File: src/shared/damp_pkg.sv
// Constants for the drop alarm and multiframe provisioning block
package damp_pkg;
   // ----------------------------------------
   // Register map
   // ----------------------------------------
   localparam int ADDR_W = 10;
   localparam logic [ADDR_W-1:0] CTRL_OFFSET = 10'h013;
   localparam logic [7:0] CTRL_RESET = 8'h00;
   localparam logic [7:0] READ_UNMAPPED = 8'h00;
   // ----------------------------------------
   // Field positions
   // ----------------------------------------
   localparam int BIT_PTR_AIS = 7;
   localparam int BIT_V1_SEL = 6;
   localparam int BIT_V1_REF = 5;
   localparam int BIT_RDI_AUTO = 4;
   localparam int BIT_NPI_ZERO = 3;
   localparam int BIT_IND_DELAY = 2;
   localparam int BIT_UNEQ = 1;
   localparam int BIT_OBIT_ZERO = 0;
   // ----------------------------------------
   // Multiframe detection, NPI fill and O-bit port sizing
   // ----------------------------------------
   localparam logic [1:0] H4_V1_PHASE = 2'h0;
   localparam logic [7:0] NPI_FILL = 8'h00;
   localparam int PORTS = 4;
   localparam int OBIT_W = 8;
endpackage

File: src/shared/damp_cfg_if.sv
// Provisioning byte carried from the register to its users
`timescale 1ns/10ps
interface damp_cfg_if;
   logic [7:0] ctrl;
   modport owner (output ctrl);
   modport user (input ctrl);
endinterface

File: src/design/damp_ctrl_reg.sv
// Provisioning register with microprocessor port read-back
`timescale 1ns/10ps
module damp_ctrl_reg (
   input wire logic clock_i,
   input wire logic rst_i,
   input wire logic [damp_pkg::ADDR_W-1:0] up_addr_i,
   input wire logic [7:0] up_wdata_i,
   input wire logic up_wr_i,
   input wire logic up_rd_i,
   output logic [7:0] up_rdata_o,
   damp_cfg_if.owner cfg
);
   logic [7:0] ctrl;
   logic [7:0] next_ctrl;
   logic [7:0] next_rdata;

   // ----------------------------------------
   // Decode
   // ----------------------------------------
   function automatic logic hit(input logic [damp_pkg::ADDR_W-1:0] a);
      hit = (a == damp_pkg::CTRL_OFFSET);
   endfunction

   always_comb begin
      next_ctrl = ctrl;
      next_rdata = up_rdata_o;
      if (up_wr_i && hit(up_addr_i)) begin
         next_ctrl = up_wdata_i;
      end
      if (up_rd_i && hit(up_addr_i)) begin
         next_rdata = ctrl;
      end else if (up_rd_i) begin
         next_rdata = damp_pkg::READ_UNMAPPED;
      end
   end

   always_ff @(posedge clock_i or posedge rst_i) begin
      if (rst_i) begin
         ctrl <= damp_pkg::CTRL_RESET;
         up_rdata_o <= damp_pkg::READ_UNMAPPED;
      end else begin
         ctrl <= next_ctrl;
         up_rdata_o <= next_rdata;
      end
   end

   // Effective at once, no commit strobe
   assign cfg.ctrl = ctrl;
endmodule // damp_ctrl_reg

File: src/design/damp_obit_force.sv
// O-bit channel and spare K4 bits per port, optionally forced to zero
`timescale 1ns/10ps
module damp_obit_force #(
   parameter int PORTS = damp_pkg::PORTS,
   parameter int OBIT_W = damp_pkg::OBIT_W
) (
   input wire logic clock_i,
   input wire logic rst_i,
   damp_cfg_if.user cfg,
   input wire logic [PORTS*OBIT_W-1:0] obit_sw_i,
   output logic [PORTS*OBIT_W-1:0] obit_tx_o
);
   logic [PORTS*OBIT_W-1:0] next_obit;

   // ----------------------------------------
   // Per-port selection
   // ----------------------------------------
   for (genvar p = 0; p < PORTS; p++) begin : g_port
      always_comb begin
         if (cfg.ctrl[damp_pkg::BIT_OBIT_ZERO]) begin
            next_obit[p*OBIT_W +: OBIT_W] = '0;
         end else begin
            next_obit[p*OBIT_W +: OBIT_W] = obit_sw_i[p*OBIT_W +: OBIT_W];
         end
      end
   end

   always_ff @(posedge clock_i or posedge rst_i) begin
      if (rst_i) begin
         obit_tx_o <= '0;
      end else begin
         obit_tx_o <= next_obit;
      end
   end
endmodule // damp_obit_force

File: src/design/damp_top.sv
// Drop alarm consequents, V1 reference selection and drop bus options
//
// Overview of operation
// - With the pointer AIS enable set, AIS in pointer or E1 bytes on either drop bus forces line AIS and, when enabled, RDI.
// - With V1 source select clear, drop multiframe timing comes from H4 and the drop composite V1 pulses are ignored.
// - With V1 source select set, drop timing follows the A and B composite V1 pulses and the H4 detector is off.
// - Select 0, reference 0: drop uses the H4 detector, add uses the add bus composite V1 pulse.
// - Select 0, reference 1: drop and add both use the drop H4 detector pulse.
// - Select 1, reference 0: drop uses the drop composite V1, add uses the add composite V1.
// - Select 1, reference 1: drop uses the A and B composite V1, add uses the drop A composite V1 pulse.
// - With remote defect auto enable set, drop alarms raise RDI in the add direction, alongside the per-channel RDI control.
// - With NPI zero force set, unused bytes after the NPI column are driven as zeros, else left undriven.
// - With the indication delay set, the A and B drop indications are delayed by one more clock.
// - With O-bit zero force clear, software O-bit and spare K4 values are sent on all ports.
// - With O-bit zero force set, the O-bit and spare K4 bits are sent as zeros on all ports.
`timescale 1ns/10ps
module damp_top #(
   parameter int PORTS = damp_pkg::PORTS,
   parameter int OBIT_W = damp_pkg::OBIT_W
) (
   input wire logic clock_i,
   input wire logic rst_i,
   input wire logic [damp_pkg::ADDR_W-1:0] up_addr_i,
   input wire logic [7:0] up_wdata_i,
   input wire logic up_wr_i,
   input wire logic up_rd_i,
   output logic [7:0] up_rdata_o,
   input wire logic ptr_ais_a_i,
   input wire logic ptr_ais_b_i,
   input wire logic e1_ais_a_i,
   input wire logic e1_ais_b_i,
   input wire logic unequipped_a_i,
   input wire logic unequipped_b_i,
   input wire logic [PORTS-1:0] channel_rdi_control_i,
   output logic rx_line_ais_o,
   output logic [PORTS-1:0] tx_rdi_o,
   output logic tandem_odi_alarm_o,
   output logic tandem_rdi_alarm_o,
   input wire logic composite_frame_sync_a_i,
   input wire logic composite_frame_sync_b_i,
   input wire logic composite_frame_sync_add_i,
   input wire logic h4_valid_i,
   input wire logic [7:0] h4_byte_i,
   output logic drop_v1_a_o,
   output logic drop_v1_b_o,
   output logic add_v1_o,
   input wire logic drop_indication_a_i,
   input wire logic drop_indication_b_i,
   output logic drop_indication_a_o,
   output logic drop_indication_b_o,
   input wire logic npi_enable_i,
   input wire logic npi_unused_slot_i,
   output logic [7:0] npi_data_o,
   output logic npi_oe_o,
   input wire logic [PORTS*OBIT_W-1:0] obit_sw_i,
   output logic [PORTS*OBIT_W-1:0] obit_tx_o
);
   // ----------------------------------------
   // Elaboration checks
   // ----------------------------------------
   if (PORTS < 1 || OBIT_W < 1) begin : g_bad_param
      $error("PORTS and OBIT_W must be at least one");
   end

   // ----------------------------------------
   // Provisioning register
   // ----------------------------------------
   damp_cfg_if cfg ();

   damp_ctrl_reg u_reg (
      .clock_i(clock_i),
      .rst_i(rst_i),
      .up_addr_i(up_addr_i),
      .up_wdata_i(up_wdata_i),
      .up_wr_i(up_wr_i),
      .up_rd_i(up_rd_i),
      .up_rdata_o(up_rdata_o),
      .cfg(cfg.owner)
   );

   damp_obit_force #(.PORTS(PORTS), .OBIT_W(OBIT_W)) u_obit (
      .clock_i(clock_i),
      .rst_i(rst_i),
      .cfg(cfg.user),
      .obit_sw_i(obit_sw_i),
      .obit_tx_o(obit_tx_o)
   );

   logic ais_en;
   logic v1_sel;
   logic v1_ref;
   logic rdi_auto;
   logic npi_zero;
   logic ind_delay;
   logic uneq_en;
   assign ais_en = cfg.ctrl[damp_pkg::BIT_PTR_AIS];
   assign v1_sel = cfg.ctrl[damp_pkg::BIT_V1_SEL];
   assign v1_ref = cfg.ctrl[damp_pkg::BIT_V1_REF];
   assign rdi_auto = cfg.ctrl[damp_pkg::BIT_RDI_AUTO];
   assign npi_zero = cfg.ctrl[damp_pkg::BIT_NPI_ZERO];
   assign ind_delay = cfg.ctrl[damp_pkg::BIT_IND_DELAY];
   assign uneq_en = cfg.ctrl[damp_pkg::BIT_UNEQ];

   // ----------------------------------------
   // Alarm consequents
   // ----------------------------------------
   logic ais_cons;
   logic uneq_cons;
   logic next_line_ais;
   logic [PORTS-1:0] next_rdi;
   logic next_tc;

   always_comb begin
      ais_cons = ais_en && (ptr_ais_a_i || ptr_ais_b_i ||
         e1_ais_a_i || e1_ais_b_i);
      uneq_cons = uneq_en && (unequipped_a_i || unequipped_b_i);
      next_line_ais = ais_cons || uneq_cons;
      next_tc = uneq_cons;
      // Per-channel control always asserts RDI on its own port
      next_rdi = channel_rdi_control_i;
      if ((rdi_auto && ais_cons) || uneq_cons) begin
         next_rdi = {PORTS{1'b1}};
      end
   end

   always_ff @(posedge clock_i or posedge rst_i) begin
      if (rst_i) begin
         rx_line_ais_o <= 1'b0;
         tx_rdi_o <= '0;
         tandem_odi_alarm_o <= 1'b0;
         tandem_rdi_alarm_o <= 1'b0;
      end else begin
         rx_line_ais_o <= next_line_ais;
         tx_rdi_o <= next_rdi;
         tandem_odi_alarm_o <= next_tc;
         tandem_rdi_alarm_o <= next_tc;
      end
   end

   // ----------------------------------------
   // V1 multiframe reference
   // ----------------------------------------
   function automatic logic h4_phase_hit(input logic [7:0] b);
      h4_phase_hit = (b[1:0] == damp_pkg::H4_V1_PHASE);
   endfunction

   logic h4_v1;
   logic next_drop_a;
   logic next_drop_b;
   logic next_add;

   always_comb begin
      // Detector gated off while composite V1 is in use
      h4_v1 = !v1_sel && h4_valid_i && h4_phase_hit(h4_byte_i);
      if (v1_sel) begin
         next_drop_a = composite_frame_sync_a_i;
         next_drop_b = composite_frame_sync_b_i;
      end else begin
         next_drop_a = h4_v1;
         next_drop_b = h4_v1;
      end
      case ({v1_sel, v1_ref})
         2'h0: next_add = composite_frame_sync_add_i;
         2'h1: next_add = h4_v1;
         2'h2: next_add = composite_frame_sync_add_i;
         default: next_add = composite_frame_sync_a_i;
      endcase
   end

   always_ff @(posedge clock_i or posedge rst_i) begin
      if (rst_i) begin
         drop_v1_a_o <= 1'b0;
         drop_v1_b_o <= 1'b0;
         add_v1_o <= 1'b0;
      end else begin
         drop_v1_a_o <= next_drop_a;
         drop_v1_b_o <= next_drop_b;
         add_v1_o <= next_add;
      end
   end

   // ----------------------------------------
   // Drop indication delay and NPI fill
   // ----------------------------------------
   logic [1:0] ind_stage;
   logic [1:0] next_stage;
   logic [1:0] next_ind;
   logic next_npi_oe;

   always_comb begin
      next_stage = {drop_indication_b_i, drop_indication_a_i};
      next_ind = ind_delay ? ind_stage : next_stage;
      // Unused bytes left undriven unless forced to zero
      next_npi_oe = npi_zero && npi_enable_i && npi_unused_slot_i;
   end

   always_ff @(posedge clock_i or posedge rst_i) begin
      if (rst_i) begin
         ind_stage <= '0;
         drop_indication_a_o <= 1'b0;
         drop_indication_b_o <= 1'b0;
         npi_oe_o <= 1'b0;
         npi_data_o <= damp_pkg::NPI_FILL;
      end else begin
         ind_stage <= next_stage;
         drop_indication_a_o <= next_ind[0];
         drop_indication_b_o <= next_ind[1];
         npi_oe_o <= next_npi_oe;
         npi_data_o <= damp_pkg::NPI_FILL;
      end
   end
endmodule // damp_top

File: config.mk
export PLATFORM = sky130hd
export DESIGN_NAME = damp_top
export DESIGN_NICKNAME = d
export VERILOG_FILES = /design/src/shared/damp_pkg.sv /design/src/shared/damp_cfg_if.sv /design/src/design/damp_ctrl_reg.sv /design/src/design/damp_obit_force.sv /design/src/design/damp_top.sv
export SDC_FILE = /design/constraint.sdc
export NUM_CORES = 1
export LEC_CHECK = 0
export ABC_AREA = 1
export ABC_CLOCK_PERIOD_IN_PS = 800
export BUFFER_PORTS_ARGS = -buffer_cell sky130_fd_sc_hd__buf_4
export CORE_UTILIZATION = 39
export DETAILED_ROUTE_END_ITERATION = 8
export HOLD_SLACK_MARGIN = 0.12
export PLACE_DENSITY = 0.76
export SKIP_CTS_REPAIR_TIMING = 1
export SLEW_MARGIN = 15
export SYNTH_ARGS = -nofsm -noshare
export SYNTH_HDL_FRONTEND = slang
export SYNTH_HIERARCHICAL = 1
export SYNTH_SLANG_ARGS = --single-unit
File: constraint.sdc
create_clock -name clock_i -period 0.8 [get_ports clock_i]
set_input_delay 0.16 -clock clock_i [delete_from_list [all_inputs] [get_ports clock_i]]
set_output_delay 0.16 -clock clock_i [all_outputs]
set_load 0.01 [all_outputs]
==> results.ini <==
[sta]
setup_tns_ns=-12.61
fin_ws_ns=-0.238
setup_viol=92
final-max-slew-violation-count=0
fmax_mhz=963
fin_crit_ns=1.04
grt_setup_unrepaired=true
finClkSkew_ns=0.00681
finalHoldViolCount=0
fin_crit_sh_pct=130

[grt]
track_usage_pct=16.8
grt.overflow.total=0
grt_first_pass_wirelength_um=8000
grt_pass1_vias=1876
antenna_found_initial=0
grt_max_degree=33

[critical_path]
worst_ep_arrival_time_ns=0.88
end_kind=output pin
r2r-end=u_obit/obit_tx_o[8]$_DFF_PP0_
crit_path_start=u_obit/obit_tx_o[13]$_DFF_PP0_
required_ns=0.64
path_class=reg -> out
critPathMaxFanout=1
rr_worst_depth=2
cp_slowest_cell=dfrtp_1
r2r_start=u_reg/cfg.ctrl[0]$_DFFE_PP0P_
cp_top_family=flip-flops
cp_cell_sequence=buf_6
reg2reg_slack_ns=-0.10
slowest_delay_ns=0.41
critPathBufInv=1
critPathLaunchType=register

[worst_hold_path]
hp-start=unequipped_a_i
whs_path_depth=3
hold_class=in -> reg
holdPathEnd=tandem_rdi_alarm_o$_DFF_PP0_

[power_and_ir_drop]
power.leakage_uw=0.00246
power-per-cell-area_nw_per_um2=1480
ir_worst_vdd_mv=0.946
power_uw=7010

[clocking]
cts_tree=yes
cts.clk_slew.worst_paths_ns=0.07
cts_made_buffers=9
cts_root_buf=clkbuf_8
clock_latency_ns=0.33
clk_path_buf_depth=2
cts_sinks=62
ctsHtreeMaxLevel=3

[yosys]
yosys_warnings=6
synth_cell_types=18
yosys_register_bits=62
syn_area_um2=2420
synth_top_area_share_pct=64.1
yosysSeqAreaShare_pct=64.1
synth_area_leaders=dfrtp_1 (64%), inv_1 (6.8%), nand2_1 (6.2%), nor2_1 (5.7%), nand3_2 (5.4%)
synthCells=234
avgSynthCellArea_um2=10.3
yosysTopAreaCell=dfrtp_1

[floorplanning]
initial_core_util_pct=40.6
ios=141
dieArea_um2=6520
fp-row-count=28
core_area_um2=5960
die_h_um=80.8
dieWidth_um=80.8

[placement]
port_buffers=126
gp_congestion=0.793
dp_cells=437
place_area_um2=3530
dp_hpwl_um=4090

[routing]
via_per_inst=4.57
first_iter_violations=81
dr.pass1.iters=4
wire_per_inst_um=16.0
wl_um=8170
num_vias=2337
drc_errors=0
drt.antenna.violating_nets=0

[layout]
syn_to_final_growth_pct=95.4
design_area_um2=4730
nets=512
drive_gt1_share_pct=49.5
insertedDiodeCount=0
fin_util_pct=79.3
finalNonFillerCells=511

[run]
cap_violations=0

[run_status]
run_status=finished, violations left
violations=setup timing

-- per-layer routing --
layer,part of all wire (%),GRT usage [%],vias up
met5,0,0,-
met4,3.1,8.75,0
met3,7.3,6.29,23
met2,50,29.2,130
met1,39,17.7,1114
li1,-,-,1070
-- kinds of logic after synthesis --
| group | after synthesis | synth area share (%) |
|---|---|---|
| AOI/OAI and AO/OA | 1 | 0.362 |
| buffers and inverters | 59 | 12.3 |
| DFF | 62 | 64.1 |
| muxes | 2 | 0.931 |
| other | 1 | 0.155 |
| and+or+nand+nor | 109 | 22.1 |
-- sequential cells by signal, summed over array words and instances (netlist names) --
signal,cells
add_v1_o,1
drop_v1_b_o,1
u_reg/cfg.ctrl,8
drop_indication_a_o,1
rx_line_ais_o,1
tx_rdi_o,4
tandem_rdi_alarm_o,1
drop_v1_a_o,1
ind_stage,2
drop_indication_b_o,1
u_reg/up_rdata_o,8
npi_oe_o,1
u_obit/obit_tx_o,32
-- Yosys cell counts --
master and count:
nand4_1 1, buf_2 2, dfrtp_1 62, mux2_2 2
nand3_2 13, conb_1 1, nor2_2 2, inv_1 44
nand2_2 1, buf_12 1, nand3_1 13, buf_6 3
nand2_1 40, buf_4 9, and3_1 1, nor2_1 37
nor2_8 1, o21ai_2 1
-- worst max path at each step --
stage	slack (ns)	cells past startpoint	end
after floorplan	-0.08	7	u_reg/up_rdata_o[0]$_DFFE_PP0P_
after global placement	-0.21	8	u_reg/cfg.ctrl[7]$_DFFE_PP0P_
after detailed placement	-0.24	8	u_reg/cfg.ctrl[6]$_DFFE_PP0P_
after CTS	-0.25	1	up_rdata_o[1]
after global routing	-0.26	1	up_rdata_o[3]
final	-0.24	1	obit_tx_o[13]
-- through the flow --
stage               worst slack [ns]  hold slack, ns
floorplan                    -0.0774          0.0492
global placement              -0.207           0.193
detailed placement            -0.240           0.201
CTS                           -0.249          -0.159
global route                  -0.256          0.0740
finish                        -0.238          0.0649
-- placed cells by master (no fill, tap or decap), drive strengths merged --
cell | Yosys | routed
dfrtp | 62 | 62
buf | 15 | 140
clkinv | 0 | 3
nor2 | 40 | 40
nand3 | 26 | 26
conb | 1 | 8
mux2 | 2 | 2
and3 | 1 | 1
clkbuf | 0 | 13
nand4 | 1 | 1
nand2 | 41 | 41
clkinvlp | 0 | 2
dlygate4sd3 | 0 | 53
inv | 44 | 43
o21ai | 1 | 1
-- power breakdown --
part           total [uW]  switching [uW]  internal [uW]
combinational        1240             500            742
clock                2440            1180           1260
sequential           3330            76.3           3250
total                7010            1750           5250
-- layout make-up --
cell class	count	area [um^2]
fillers	302	1230
flip-flops and latches	62	1560
clock buffers	11	151
clock inverters	4	22.5
inverters	44	176
well taps	75	93.8
repair buffers	195	1890
multi-input cells	120	837
No activity file was read; power rests on OpenSTA's default activity.
